File: src/a429rx_pkg.sv
// shared constants and carriers for the arinc 429 receive path
package a429rx_pkg;
    localparam int SR_LEN          = 10;
    localparam int HALF_LEN        = 5;
    localparam int RUN_LEN         = 3;
    localparam int WORD_BITS       = 32;
    localparam int BIT_MIN_SMP     = 8;
    localparam int BIT_MAX_SMP     = 12;
    localparam int GAP_NEED        = 3;
    localparam int REF_HZ          = 1_000_000;
    localparam int SYS_HZ          = 100_000_000;
    localparam int REF_DIV         = SYS_HZ / REF_HZ;
    localparam int HS_SMP_DIV      = 1;
    localparam int LS_SMP_DIV      = 8;
    localparam int HS_GAP_CLK      = 10;
    localparam int LS_GAP_CLK      = 80;
    localparam int FIFO_DEPTH      = 32;
    localparam int FIFO_HALF       = 16;
    localparam int BUF_DEPTH       = 4;
    localparam logic [31:0] RST_WORD = 32'h0000_0000;

    typedef enum logic [1:0] {
        A429RX_IDLE = 2'b00,
        A429RX_BITS = 2'b01,
        A429RX_GAP  = 2'b11
    } a429rx_state_type;

    typedef struct packed {
        logic is_one;
        logic is_zero;
        logic is_null;
    } a429rx_line_type;

    typedef struct packed {
        logic label_order_sel;
        logic label_filter_en;
        logic sdi_decode_en;
        logic sdi_match_b10;
        logic sdi_match_b9;
        logic rx_parity_check_en;
        logic rx_flag_sel;
        logic low_speed;
    } a429rx_cfg_type;
endpackage

File: src/a429rx_top.sv
// arinc 429 receive path: sampling, validation, filter, fifo, host mapping
//
// How it works
// RULE1: order select clear: host 1=bit32, 2-22=31..11, 23-24=10,9, 25-32=1..8.
// RULE2: order select set: same upper 24, positions 25-32 carry bits 8..1.
// RULE3: bit timing is validated from samples on a 1 mhz reference.
// RULE4: three 10-bit shift registers for one, zero, null; matching band shifts 1.
// RULE5: input between bands shifts a 0 into all three registers.
// RULE6: data bit needs three ones upper half one/zero, three lower half null.
// RULE7: word gap null needs three ones in both halves of null register.
// RULE8: bits follow previous bit by 8 to 12 samples, else reject.
// RULE9: signal outside defined bands rejects the data.
// RULE10: after last bit, gap timer samples null every 10 (80) clocks, counts.
// RULE11: no new word accepted until gap count reaches 3.
// RULE12: after 32 valid bits a one-cycle word complete strobe is raised.
// RULE13: load only if enabled label and sdi checks pass; else drop silently.
// RULE14: loaded word sets data ready and clears empty until fifo drained.
// RULE15: one fifo entry pops per host read-word request.
// RULE16: fifo holds 32 words; full flag set at 32.
// RULE17: when full, new accepted words overwrite location 32.
// RULE18: half flag set when fifo holds 16 or more words.
// RULE19: parity check off: bit 32 stored as received.
// RULE20: parity check on: bit 32 becomes 0 for odd word, 1 for even.
// RULE21: decoder enable compares bits 10 and 9 to two match bits.
// RULE22: flag pin follows empty when select 0, full when select 1.
// RULE23: 256-entry label table marks each label accepted or discarded.
// RULE24: reading an empty fifo returns all zeros.
// RULE25: a speed input scales sample interval and gap timer.
// RULE26: bits shift in arinc order 1 to 32 as received.
`timescale 1ns/1ns

module a429rx_buf #(
    parameter int WIDTH = 32,
    parameter int DEPTH = 4
) (
    // clock and reset
    input  wire logic             sys_clk_i,
    input  wire logic             reset_n_i,
    // fill side
    input  wire logic             in_valid_i,
    output logic                  in_ready_o,
    input  wire logic [WIDTH-1:0] in_data_i,
    // drain side
    output logic                  out_valid_o,
    input  wire logic             out_ready_i,
    output logic [WIDTH-1:0]      out_data_o
);
    localparam int AW = $clog2(DEPTH);
    typedef struct packed {
        logic [DEPTH-1:0][WIDTH-1:0] mem;
        logic [AW-1:0]               wr;
        logic [AW-1:0]               rd;
        logic [AW:0]                 cnt;
    } a429rx_buf_type;
    a429rx_buf_type st_r, st_nxt;
    logic push, pop;

    assign in_ready_o  = st_r.cnt != (AW+1)'(DEPTH);
    assign out_valid_o = st_r.cnt != '0;
    assign out_data_o  = st_r.mem[st_r.rd];
    assign push        = in_valid_i && in_ready_o;
    assign pop         = out_valid_o && out_ready_i;

    always_comb begin
        st_nxt = st_r;
        if (push) begin
            st_nxt.mem[st_r.wr] = in_data_i;
            st_nxt.wr = (st_r.wr == AW'(DEPTH-1)) ? '0 : st_r.wr + 1'b1;
        end
        if (pop) begin
            st_nxt.rd = (st_r.rd == AW'(DEPTH-1)) ? '0 : st_r.rd + 1'b1;
        end
        st_nxt.cnt = st_r.cnt + (AW+1)'(push) - (AW+1)'(pop);
    end

    always_ff @(posedge sys_clk_i or negedge reset_n_i) begin
        if (!reset_n_i) begin
            st_r <= '0;
        end else begin
            st_r <= st_nxt;
        end
    end
endmodule

module a429rx_top (
    // clock and reset
    input  wire logic                      sys_clk_i,
    input  wire logic                      reset_n_i,
    // comparator outputs from line receiver
    input  wire logic                      line_one_i,
    input  wire logic                      line_zero_i,
    input  wire logic                      line_null_i,
    // configuration
    input  wire a429rx_pkg::a429rx_cfg_type cfg_i,
    // label table load
    input  wire logic                      lut_we_i,
    input  wire logic [7:0]                lut_addr_i,
    input  wire logic                      lut_data_i,
    // host word read
    input  wire logic                      rd_req_i,
    output logic [31:0]                    rd_data_o,
    output logic                           rd_valid_o,
    // status
    output logic                           rx_fifo_empty_o,
    output logic                           rx_fifo_half_o,
    output logic                           rx_fifo_full_o,
    output logic                           rx_flag_pin_o,
    output logic                           data_ready_o,
    output logic                           word_complete_strobe_o
);
    typedef struct packed {
        logic [2:0][2:0]  sync;
        logic [2:0]       held;
        logic [6:0]       refcnt;
        logic [2:0]       smpcnt;
        logic [9:0]       sr_one;
        logic [9:0]       sr_zero;
        logic [9:0]       sr_null;
        a429rx_pkg::a429rx_state_type fsm;
        logic             armed;
        logic [3:0]       since;
        logic [5:0]       nbits;
        logic [31:0]      shreg;
        logic [6:0]       gapclk;
        logic [1:0]       gapcnt;
        logic             word_complete_strobe;
        logic [31:0]      word;
        logic             ready;
        logic [31:0]      rdat;
        logic             rval;
    } a429rx_st_type;

    a429rx_st_type st_r, st_nxt;
    logic [255:0] lut_r;
    logic [31:0]  fifo_mem [a429rx_pkg::FIFO_DEPTH];
    logic [5:0]   fcnt_r;
    logic [4:0]   fwr_r;
    logic [4:0]   frd_r;

    logic        tick, smp, b_one, b_zero, nul_low, gap_null;
    logic [2:0]  ln, smp_last;
    logic [6:0]  gap_last;
    logic        bin_valid, bin_ready, bout_valid, bout_ready;
    logic [31:0] bout_data, host_word, stored;
    logic        label_ok, sdi_ok, accept;
    logic        do_pop, do_push;

    function automatic logic run3(input logic [4:0] h);
        run3 = (h[4] & h[3] & h[2]) | (h[3] & h[2] & h[1]) | (h[2] & h[1] & h[0]);
    endfunction

    // samples only update once the last two stages agree
    // a one-clock disagreement keeps the last agreed band, not a false between-band sample
    assign ln = (st_r.sync[1] == st_r.sync[2]) ? st_r.sync[2] : st_r.held;
    assign tick = st_r.refcnt == 7'(a429rx_pkg::REF_DIV - 1); // RULE3
    assign smp_last = cfg_i.low_speed ? 3'(a429rx_pkg::LS_SMP_DIV - 1)
                                      : 3'(a429rx_pkg::HS_SMP_DIV - 1); // RULE25
    assign gap_last = cfg_i.low_speed ? 7'(a429rx_pkg::LS_GAP_CLK - 1)
                                      : 7'(a429rx_pkg::HS_GAP_CLK - 1); // RULE25
    assign smp = tick && (st_r.smpcnt == smp_last); // RULE25
    assign b_one   = run3(st_r.sr_one[9:5]); // RULE6
    assign b_zero  = run3(st_r.sr_zero[9:5]); // RULE6
    assign nul_low = run3(st_r.sr_null[4:0]); // RULE6
    assign gap_null = run3(st_r.sr_null[9:5]) && nul_low; // RULE7

    assign label_ok = !cfg_i.label_filter_en || lut_r[st_r.word[7:0]]; // RULE13 RULE23
    assign sdi_ok = !cfg_i.sdi_decode_en ||
                    (st_r.word[9] == cfg_i.sdi_match_b10 &&
                     st_r.word[8] == cfg_i.sdi_match_b9); // RULE13 RULE21
    assign accept = st_r.word_complete_strobe && label_ok && sdi_ok;
    // parity flag: 1 on even parity over all 32 bits
    assign stored = cfg_i.rx_parity_check_en ?
                    {~^st_r.word, st_r.word[30:0]} : st_r.word; // RULE19 RULE20

    always_comb begin
        logic [2:0] band;
        band = 3'h0;
        st_nxt = st_r;
        st_nxt.word_complete_strobe = 1'b0;
        st_nxt.rval = 1'b0;
        st_nxt.sync[0] = {line_one_i, line_zero_i, line_null_i};
        st_nxt.sync[1] = st_r.sync[0];
        st_nxt.sync[2] = st_r.sync[1];
        st_nxt.held = ln;
        st_nxt.refcnt = tick ? 7'h00 : st_r.refcnt + 7'h01;
        if (tick) begin
            st_nxt.smpcnt = smp ? 3'h0 : st_r.smpcnt + 3'h1;
        end
        // conflicting comparator codes count as between bands
        if (ln == 3'b100 || ln == 3'b010 || ln == 3'b001) begin
            band = ln; // RULE4
        end
        if (smp) begin
            st_nxt.sr_one  = {st_r.sr_one[8:0], band[2]}; // RULE4 RULE5
            st_nxt.sr_zero = {st_r.sr_zero[8:0], band[1]}; // RULE4 RULE5
            st_nxt.sr_null = {st_r.sr_null[8:0], band[0]}; // RULE4 RULE5
            if (st_r.since != 4'hF) begin
                st_nxt.since = st_r.since + 4'h1;
            end
        end
        case (st_r.fsm)
            a429rx_pkg::A429RX_IDLE: begin
                st_nxt.armed = 1'b0;
                st_nxt.nbits = '0;
                if (smp && (b_one || b_zero) && nul_low) begin
                    st_nxt.fsm = a429rx_pkg::A429RX_BITS;
                end
            end
            a429rx_pkg::A429RX_BITS: begin
                if (smp) begin
                    if (band == 3'b000 && !st_r.armed) begin
                        st_nxt.fsm = a429rx_pkg::A429RX_IDLE; // RULE9
                    end else if ((b_one || b_zero) && nul_low && !st_r.armed) begin
                        if (st_r.nbits != 6'h0 &&
                            (st_r.since < 4'(a429rx_pkg::BIT_MIN_SMP) ||
                             st_r.since > 4'(a429rx_pkg::BIT_MAX_SMP))) begin
                            st_nxt.fsm = a429rx_pkg::A429RX_IDLE; // RULE8
                        end else begin
                            st_nxt.shreg = {b_one, st_r.shreg[31:1]}; // RULE26
                            st_nxt.nbits = st_r.nbits + 6'h1;
                            st_nxt.since = 4'h0;
                            st_nxt.armed = 1'b1;
                            if (st_r.nbits == 6'(a429rx_pkg::WORD_BITS - 1)) begin
                                st_nxt.word_complete_strobe = 1'b1; // RULE12
                                st_nxt.word = {b_one, st_r.shreg[31:1]};
                                st_nxt.fsm = a429rx_pkg::A429RX_GAP;
                                st_nxt.gapclk = '0;
                                st_nxt.gapcnt = '0;
                            end
                        end
                    end else if (!nul_low) begin
                        st_nxt.armed = 1'b0;
                    end
                    if (st_r.nbits != 6'h0 && st_r.since > 4'(a429rx_pkg::BIT_MAX_SMP)) begin
                        st_nxt.fsm = a429rx_pkg::A429RX_IDLE; // RULE8
                    end
                end
            end
            a429rx_pkg::A429RX_GAP: begin
                if (tick) begin
                    if (st_r.gapclk == gap_last) begin
                        st_nxt.gapclk = '0; // RULE10 RULE25
                        if (gap_null) begin
                            st_nxt.gapcnt = st_r.gapcnt + 2'h1; // RULE10
                            if (st_r.gapcnt == 2'(a429rx_pkg::GAP_NEED - 1)) begin
                                st_nxt.fsm = a429rx_pkg::A429RX_IDLE; // RULE11
                            end
                        end
                    end else begin
                        st_nxt.gapclk = st_r.gapclk + 7'h01;
                    end
                end
            end
            default: st_nxt.fsm = a429rx_pkg::A429RX_IDLE;
        endcase
        if (accept) begin
            st_nxt.ready = 1'b1; // RULE14
        end else if (do_pop && fcnt_r == 6'h1 && !do_push) begin
            st_nxt.ready = 1'b0;
        end
        if (rd_req_i) begin
            st_nxt.rval = 1'b1;
            st_nxt.rdat = do_pop ? host_word : a429rx_pkg::RST_WORD; // RULE15 RULE24
        end
    end

    always_ff @(posedge sys_clk_i or negedge reset_n_i) begin
        if (!reset_n_i) begin
            st_r <= '0;
        end else begin
            st_r <= st_nxt;
        end
    end

    always_ff @(posedge sys_clk_i or negedge reset_n_i) begin
        if (!reset_n_i) begin
            lut_r <= '0;
        end else if (lut_we_i) begin
            lut_r[lut_addr_i] <= lut_data_i; // RULE23
        end
    end

    // small buffer between the filter and the host fifo
    a429rx_buf #(
        .WIDTH (32),
        .DEPTH (a429rx_pkg::BUF_DEPTH)
    ) u_buf (
        .sys_clk_i   (sys_clk_i),
        .reset_n_i   (reset_n_i),
        .in_valid_i  (bin_valid),
        .in_ready_o  (bin_ready),
        .in_data_i   (stored),
        .out_valid_o (bout_valid),
        .out_ready_i (bout_ready),
        .out_data_o  (bout_data)
    );
    // a word arrives at most once every 278 samples, so the buffer never refuses one
    assign bin_valid  = accept;
    // a read in the same cycle holds off the push to keep one port per cycle
    assign bout_ready = !rd_req_i;
    assign do_push    = bout_valid && bout_ready;
    assign do_pop     = rd_req_i && fcnt_r != 6'h0;

    // host bit order mapping, position 1 is bit 31 of the host word
    always_comb begin
        logic [31:0] w;
        w = fifo_mem[frd_r];
        host_word[31]    = w[31]; // RULE1
        host_word[30:10] = w[30:10]; // RULE1
        host_word[9:8]   = w[9:8]; // RULE1
        for (int i = 0; i < 8; i++) begin
            host_word[7 - i] = cfg_i.label_order_sel ? w[7 - i] : w[i]; // RULE1 RULE2
        end
    end

    always_ff @(posedge sys_clk_i or negedge reset_n_i) begin
        if (!reset_n_i) begin
            fcnt_r <= '0;
            fwr_r  <= '0;
            frd_r  <= '0;
        end else begin
            if (do_push) begin
                if (fcnt_r == 6'(a429rx_pkg::FIFO_DEPTH)) begin
                    fifo_mem[5'(frd_r - 5'h1)] <= bout_data; // RULE17
                end else begin
                    fifo_mem[fwr_r] <= bout_data;
                    fwr_r <= fwr_r + 5'h1;
                    fcnt_r <= fcnt_r + 6'h1; // RULE16
                end
            end
            if (do_pop) begin
                frd_r <= frd_r + 5'h1; // RULE15
                fcnt_r <= fcnt_r - 6'h1;
            end
        end
    end

    assign rx_fifo_empty_o = fcnt_r == 6'h0; // RULE14
    assign rx_fifo_full_o  = fcnt_r == 6'(a429rx_pkg::FIFO_DEPTH); // RULE16
    assign rx_fifo_half_o  = fcnt_r >= 6'(a429rx_pkg::FIFO_HALF); // RULE18
    assign rx_flag_pin_o   = cfg_i.rx_flag_sel ? rx_fifo_full_o : rx_fifo_empty_o; // RULE22
    assign data_ready_o    = st_r.ready;
    assign word_complete_strobe_o = st_r.word_complete_strobe;
    assign rd_data_o  = st_r.rdat;
    assign rd_valid_o = st_r.rval;
endmodule

File: config.mk
export PLATFORM = sky130hd
export DESIGN_NAME = a429rx_top
export DESIGN_NICKNAME = d
export VERILOG_FILES = /design/src/a429rx_pkg.sv /design/src/a429rx_top.sv
export SDC_FILE = /design/constraint.sdc
export NUM_CORES = 2
export LEC_CHECK = 0
export BUFFER_PORTS_ARGS = -buffer_cell sky130_fd_sc_hd__buf_2
export CAP_MARGIN = 10
export CORE_UTILIZATION = 40
export DETAILED_ROUTE_END_ITERATION = 10
export PLACE_DENSITY = 0.63
export SYNTH_ARGS = -nofsm -noshare
export SYNTH_HDL_FRONTEND = slang
export SYNTH_HIERARCHICAL = 1
export SYNTH_SLANG_ARGS = --single-unit
File: constraint.sdc
create_clock -name sys_clk_i -period 5.1 [get_ports sys_clk_i]
set_clock_uncertainty 0.1 [all_clocks]
set_input_delay 0.255 -clock sys_clk_i [delete_from_list [all_inputs] [get_ports sys_clk_i]]
set_output_delay 0.255 -clock sys_clk_i [all_outputs]
set_load 0.1 [all_outputs]
======== After elaboration in Yosys (flattened, before gate mapping) ========
Memories as Yosys holds them, arrays and structs flattened.
Index checks and enable logic that the tools add are counted.
operators by class
  mux-type cells .......................... 73
  order comparisons ....................... 9
  bitwise operators ....................... 35
  $add $sub $neg .......................... 15
  reductions and logical operators ........ 53
  equal/unequal tests ..................... 34
operators by type and width
  kind                 number
  $bwmux 256           1
  $mux 85              2
  $mux 32              5
  $bwmux 128           1
  $mux 87              1
  $mux 84              1
  $bmux 32 s2          1
  $demux 32 s2         1
  $mux 42              1
  $mux 33              1
  $reduce_or 32->1     1
  $reduce_xnor 32->1   1
  $mux 2               14
  $and 1x1->1          24
  $mux 1               23
  $logic_and 1x1->1    21
  $mux 7               3
  $ne 2x2->1 const B   10
  $lt 8x9->1 const B   2
  $mux 6               3
  $pmux 9 s2           1
  $reduce_and 5->1     3
  $add 7x1->7 const B  2
  $add 6x1->6 const B  2
  other kinds (54)     94
storage, ports and cells
  bits in registers ....................... 580
  RAM bits ................................ 1024
  logic and storage cells ................. 252
  input port bits ......................... 24
  output and inout port bits .............. 39
  memories kept ........................... 1
memory list
  name      depth  width  read ports  clocked after Yosys merged registers in  wr ports  line               RTL
  fifo_mem  32     32     1           0                                        1         a429rx_top.sv:135  logic [31:0] fifo_mem [a429rx_pkg::FIFO_DEPTH];

======== Logic depth before layout (Yosys ltp) ========
  word-level depth ........................ 12
  depth in mapped cells ................... 18
  gate-level depth less buffers ........... 14

======== Cells and area by module ========
The synthesis kept the hierarchy.
modules (own cells, without submodules)
  module      sequential area each (µm²)  area an instance (µm²)  cells an instance  instances
  a429rx_top  41860.1                     60569.3                 3446               1
  a429rx_buf  3378.2                      6590.1                  350                1

======== Least setup slack after synthesis ========
No wires, ideal clock.
  path type ............................... reg-to-reg
  start point ............................. register fcnt_r[0]
  end point ............................... memory fifo_mem[18][0] (enable)
  cell stages (with the launch flop) ...... 10
  library setup time ...................... 0.421 ns
  period minus slack after synthesis ...... 4.683 ns
  data required time ...................... 4.579 ns
  arrival ................................. 4.162 ns
  path buffers ............................ 1
  slack ................................... 0.417 ns
  path through ............................ dfrtp_1 > inv_1 > ha_1 > and4b_1 > clkbuf_1 > nor2_1 > mux2_2 > nor2_1 > nand2_1 > nor2_1
between the ends
  word-level cells in the longest chain between the ends .. 7
  elaborated cells between the ends (all ways) .. 12
  classes of those cells .................. eq/ne (1); mux (8); reduce/logical (3)
ends and longest elaborated chain
  item                                               line               RTL
  start: declaration                                 a429rx_top.sv:136  logic [5:0] fcnt_r;
  start signal: assignment                           a429rx_top.sv:328  fcnt_r <= fcnt_r + 6'h1;
  start signal: assignment                           a429rx_top.sv:333  fcnt_r <= fcnt_r - 6'h1;
  $eq 6x6->1 *                                       --
  via rx_fifo_full_o                                 a429rx_top.sv:106  output logic rx_fifo_full_o,
  $mux 1                                             a429rx_top.sv:323  if (fcnt_r == 6'(a429rx_pkg::FIFO_DEPTH)) begin
  $mux 1                                             a429rx_top.sv:322  if (do_push) begin
  $logic_and 1x1->1 (not written as such)            a429rx_top.sv:326  fifo_mem[fwr_r] <= bout_data;
  $mux 1 (not written as such)                       a429rx_top.sv:326
  $reduce_or 32->1 (no source line)                  --
  $mux 5 (no source line) or $mux 1 (tied branches)  --
  end: declaration                                   a429rx_top.sv:135
The timed path passes the listed nets; every way through them passes the cells marked *.

==> impl_results.md <==
* RSZ-0062 raised after global routing: no
* Remaining antenna violation count at 0
* Setup Total Neg Slack at 0 ps
* H-tree Lvls at 4
* CTS tree: built
* Syn Nets at ~3800
* Worst setup SP type: flop
* Yosys Warn Count at 6
* Slew headroom at ~18%
* Number of global-route vias before repair at 35300
* Site row count at 150
* Synth area leaders: edfxtp_1 46%, dfrtp_1 22%, mux4_2 14%, mux2_2 5.3%, mux2_4 2.7%
* CTS Sinks at ~1600
* CP max-delay cell: dfrtp_4
* # nets final at 3924
* Placed Instances at 5891
* Post-Syn Area at between 60000 and 70000 um^2
* Die area at 170000 um^2
* Max_cap viols at 0
* Die X at 412 um
* Most frequent CP cell: ha_1
* Area Growth Syn to Fin at 13.1%
* Register area share after synthesis at 67.4%
* Root buffer cell: clkbuf_16
* DP HPWL at around 90000 um
* Syn avg cell area at 17.7 um^2
* Critical Path End Type: flop
* Starting Density at around two fifths
* Worst-path cell chain: buf_4 -> mux4_2 -> mux2i_1 -> o22ai_1 -> o31ai_1 -> nand3_1 -> nor4_1 -> nor2_1 -> nand2_1 -> ha_1 -> inv_1 -> ha_1 -> fa_1 -> xor2_1 -> xnor2_1
* Worst vdd ir at 0.590 mV
* Static leakage at 26.6 nW
* Via count of the routed design at 34400
* Prevailing post-synth register cell: edfxtp_1
* Fillers at around 14000
* Crit-path max cell delay at 820 ps
* Die Y at approximately 410 um
* Worst-path clk slew at 60 ps
* Post-DR vias/cell at 5.53
* CTS buffer count at 168
* Max Slew Vio Count at 0
* Initial antenna violation count at 3
* Crit path kind: flop to flop
* Min-Delay Path Class: primary input to flop
* Largest net degree at the start of global routing at 167
* I/O pins at 63
* Final Hold Viols at 0
* Final min period at 4750 ps
* Core Util, Final at 45.5%
* Iteration-0 DRC count of the detailed router at 3292
* Initial DRT Pass Iterations at 5
* Worst-Skew Late Latency at 840 ps
* Commonest non-fill, non-tap cells in the layout: 1024 x edfxtp_1, 569 x dfrtp_1, 477 x nand2_1, 404 x mux4_2, 318 x mux2_2
* Post-detailed-routing wire length at 156000 um
* Clock Tree Buf Depth at 3
* Final non-filler cell total at approximately 6200
* # port buffers at 62
* WL/cell at 25.1 um
* Pre-CTS setup slack at 326 ps
* Synth async-reset ratio at 36.1%
* Layout cell share with drive strength beyond 1 at 32.7%
* Top cell type's share of synthesized area at 45.8%
* GR Util All Layers at 18.7%
* Crit Path Max Fanout at 32
* Arr. time, crit path at 5340 ps
* Fmax at ~0.21 GHz
* Residual DRC at 0
* Syn Inst Count at 3796
* Largest area contributor in the netlist: edfxtp_1
* Fin area at 75900 um^2
* Outcome: finished, final reports clean
* EDFF count, synth at slightly above 1000
* CTS resizes at 0
* GRT overflow at 0
* Final setup violation count at 0
* Slew @ Worst Pin at 1220 ps
* Gpl congestion at 0.780
* Crit path max-delay family: simple AND/OR/NAND/NOR gates
* Critical Path RT at 5690 ps
* Tcrit/Tclk final at 93.0%
* First-pass GRT wire length at 234000 um
* Power Density at between 400 and 500 nW/um^2
* Final setup margin at 355 ps
* Yosys reg bits at 1603
* Core Footprint at 167000 um^2
* CP Buf/Inv Count at 2
* Synth unique cells at 81
* Placed cell area at 70200 um^2
* Most common cell after layout, fill and taps aside: edfxtp_1
==> synth_stat cells, types with 4 or more instances <==
cell type  number
o21ai_0        29
mux2_4        120
nor2b_1        17
a22oi_1        18
buf_1           7
or2_0           4
nand2b_1       13
nor4_1          4
xor2_1         11
nor2_1        120
ha_1           22
mux2i_1        57
buf_2          54
a31oi_1         5
and3_1         22
inv_1          30
a211oi_1        8
a32o_1          4
xnor2_1        51
buf_4          37
nand4_1         8
buf_12         12
edfxtp_1     1024
and3_4          4
mux4_2        404
mux2_2        318
o2bb2ai_1      30
nand3_1        19
nand2_1       478
clkbuf_1      153
o31ai_1         6
nor3_1         19
dfrtp_1       579
and2_1          7
a21oi_1        24
buf_6           9
==> through the flow <==
stage / power, W / hold slack, ps
6_report: 0.0340 / 77.0
3_3_place_gp: 0.0222 / -15.7
2_1_floorplan: 0.0204 / -141
3_5_place_dp: 0.0223 / -16.7
4_1_cts: 0.0344 / 0.319
5_1_grt: 0.0353 / 47.3
==> worst paths after layout <==
kind                        startpoint             to  slack, ps  cells after the start
setup / recovery              st_r[35]  u_buf/st_r[2]        350                     15
max in group asynchronous    reset_n_i     lut_r[233]       2430                      5
min in group asynchronous    reset_n_i  rd_data_o[30]        180                      3
hold / removal              lut_data_i      lut_r[92]         80                      2
hold reg to reg            st_nxt[167]    st_nxt[170]        240                      0
setup reg to reg              st_r[35]  u_buf/st_r[2]        350                     15
==> layer usage <==
| metal | up-vias | routed length (um) | track usage [%] |
|---|---|---|---|
| met3 | 238 | 10300 | 3.81 |
| met2 | 1107 | 74300 | 29.6 |
| li1 | 14700 | - | - |
| met5 | - | 0 | 0 |
| met4 | 0 | 3820 | 5.26 |
| met1 | 18300 | 68000 | 26.2 |
==> cell type report <==
| type | count | area (um^2) | share of cell area, % |
|---|---|---|---|
| tap | 2204 | 2760 | 3.63 |
| timing repair buffer | 183 | 1670 | 2.20 |
| sequential | 1603 | 45300 | 59.6 |
| inverter | 31 | 116 | 0.153 |
| clock inverter | 71 | 828 | 1.09 |
| clock buffer | 244 | 4730 | 6.23 |
| antenna | 2 | 5.00 | 0.00659 |
| multi-input combinational | 1890 | 20600 | 27.1 |
==> repair_timing <==
item                                   in CTS  in global routing
buffers inserted                            0                  0
hold buffers                               19                  0
endpoints found under the hold margin     152                  0
==> worst reg2reg max path, delay by kind of cell (launching register included) <==
kind,cells,cell delay [ps]
compound gates,2,390
xor+xnor,2,290
fa+ha+maj,3,700
buf+inv,2,420
flops,1,820
mux,2,690
simple gates,4,1220
==> cells by family (layout without fill, tap and decap cells) <==
family | after synthesis | in the layout | synth area share (%)
muxes | 900 | 900 | 22.4
adders and majority gates | 23 | 23 | 0.440
DFF | 1603 | 1603 | 67.4
xor gates and xnor gates | 62 | 62 | 0.809
buffers and inverters | 303 | 529 | 2.39
other | 0 | 2 | 0
AOI/OAI and AO/OA | 164 | 164 | 1.82
and+or+nand+nor | 741 | 741 | 4.75
==> flip-flops by register name, summed over array words and instances (netlist names) <==
| register | count |
|---|---|
| st_r | 131 |
| word_complete_strobe_o | 1 |
| fifo_mem | 1024 |
| u_buf/st_r | 135 |
| rd_data_o | 32 |
| st_nxt | 6 |
| rd_valid_o | 1 |
| frd_r | 5 |
| lut_r | 256 |
| fcnt_r | 6 |
| fwr_r | 5 |
| data_ready_o | 1 |
==> power breakdown <==
part	leakage [nW]	total (W)	internal, W	switching, W
sequential	16.2	0.0151	0.0145	0.000590
clock	2.68	0.0121	0.00684	0.00527
combinational	7.72	0.00681	0.00262	0.00418
Note: power is estimated with default switching activity, not from simulation.
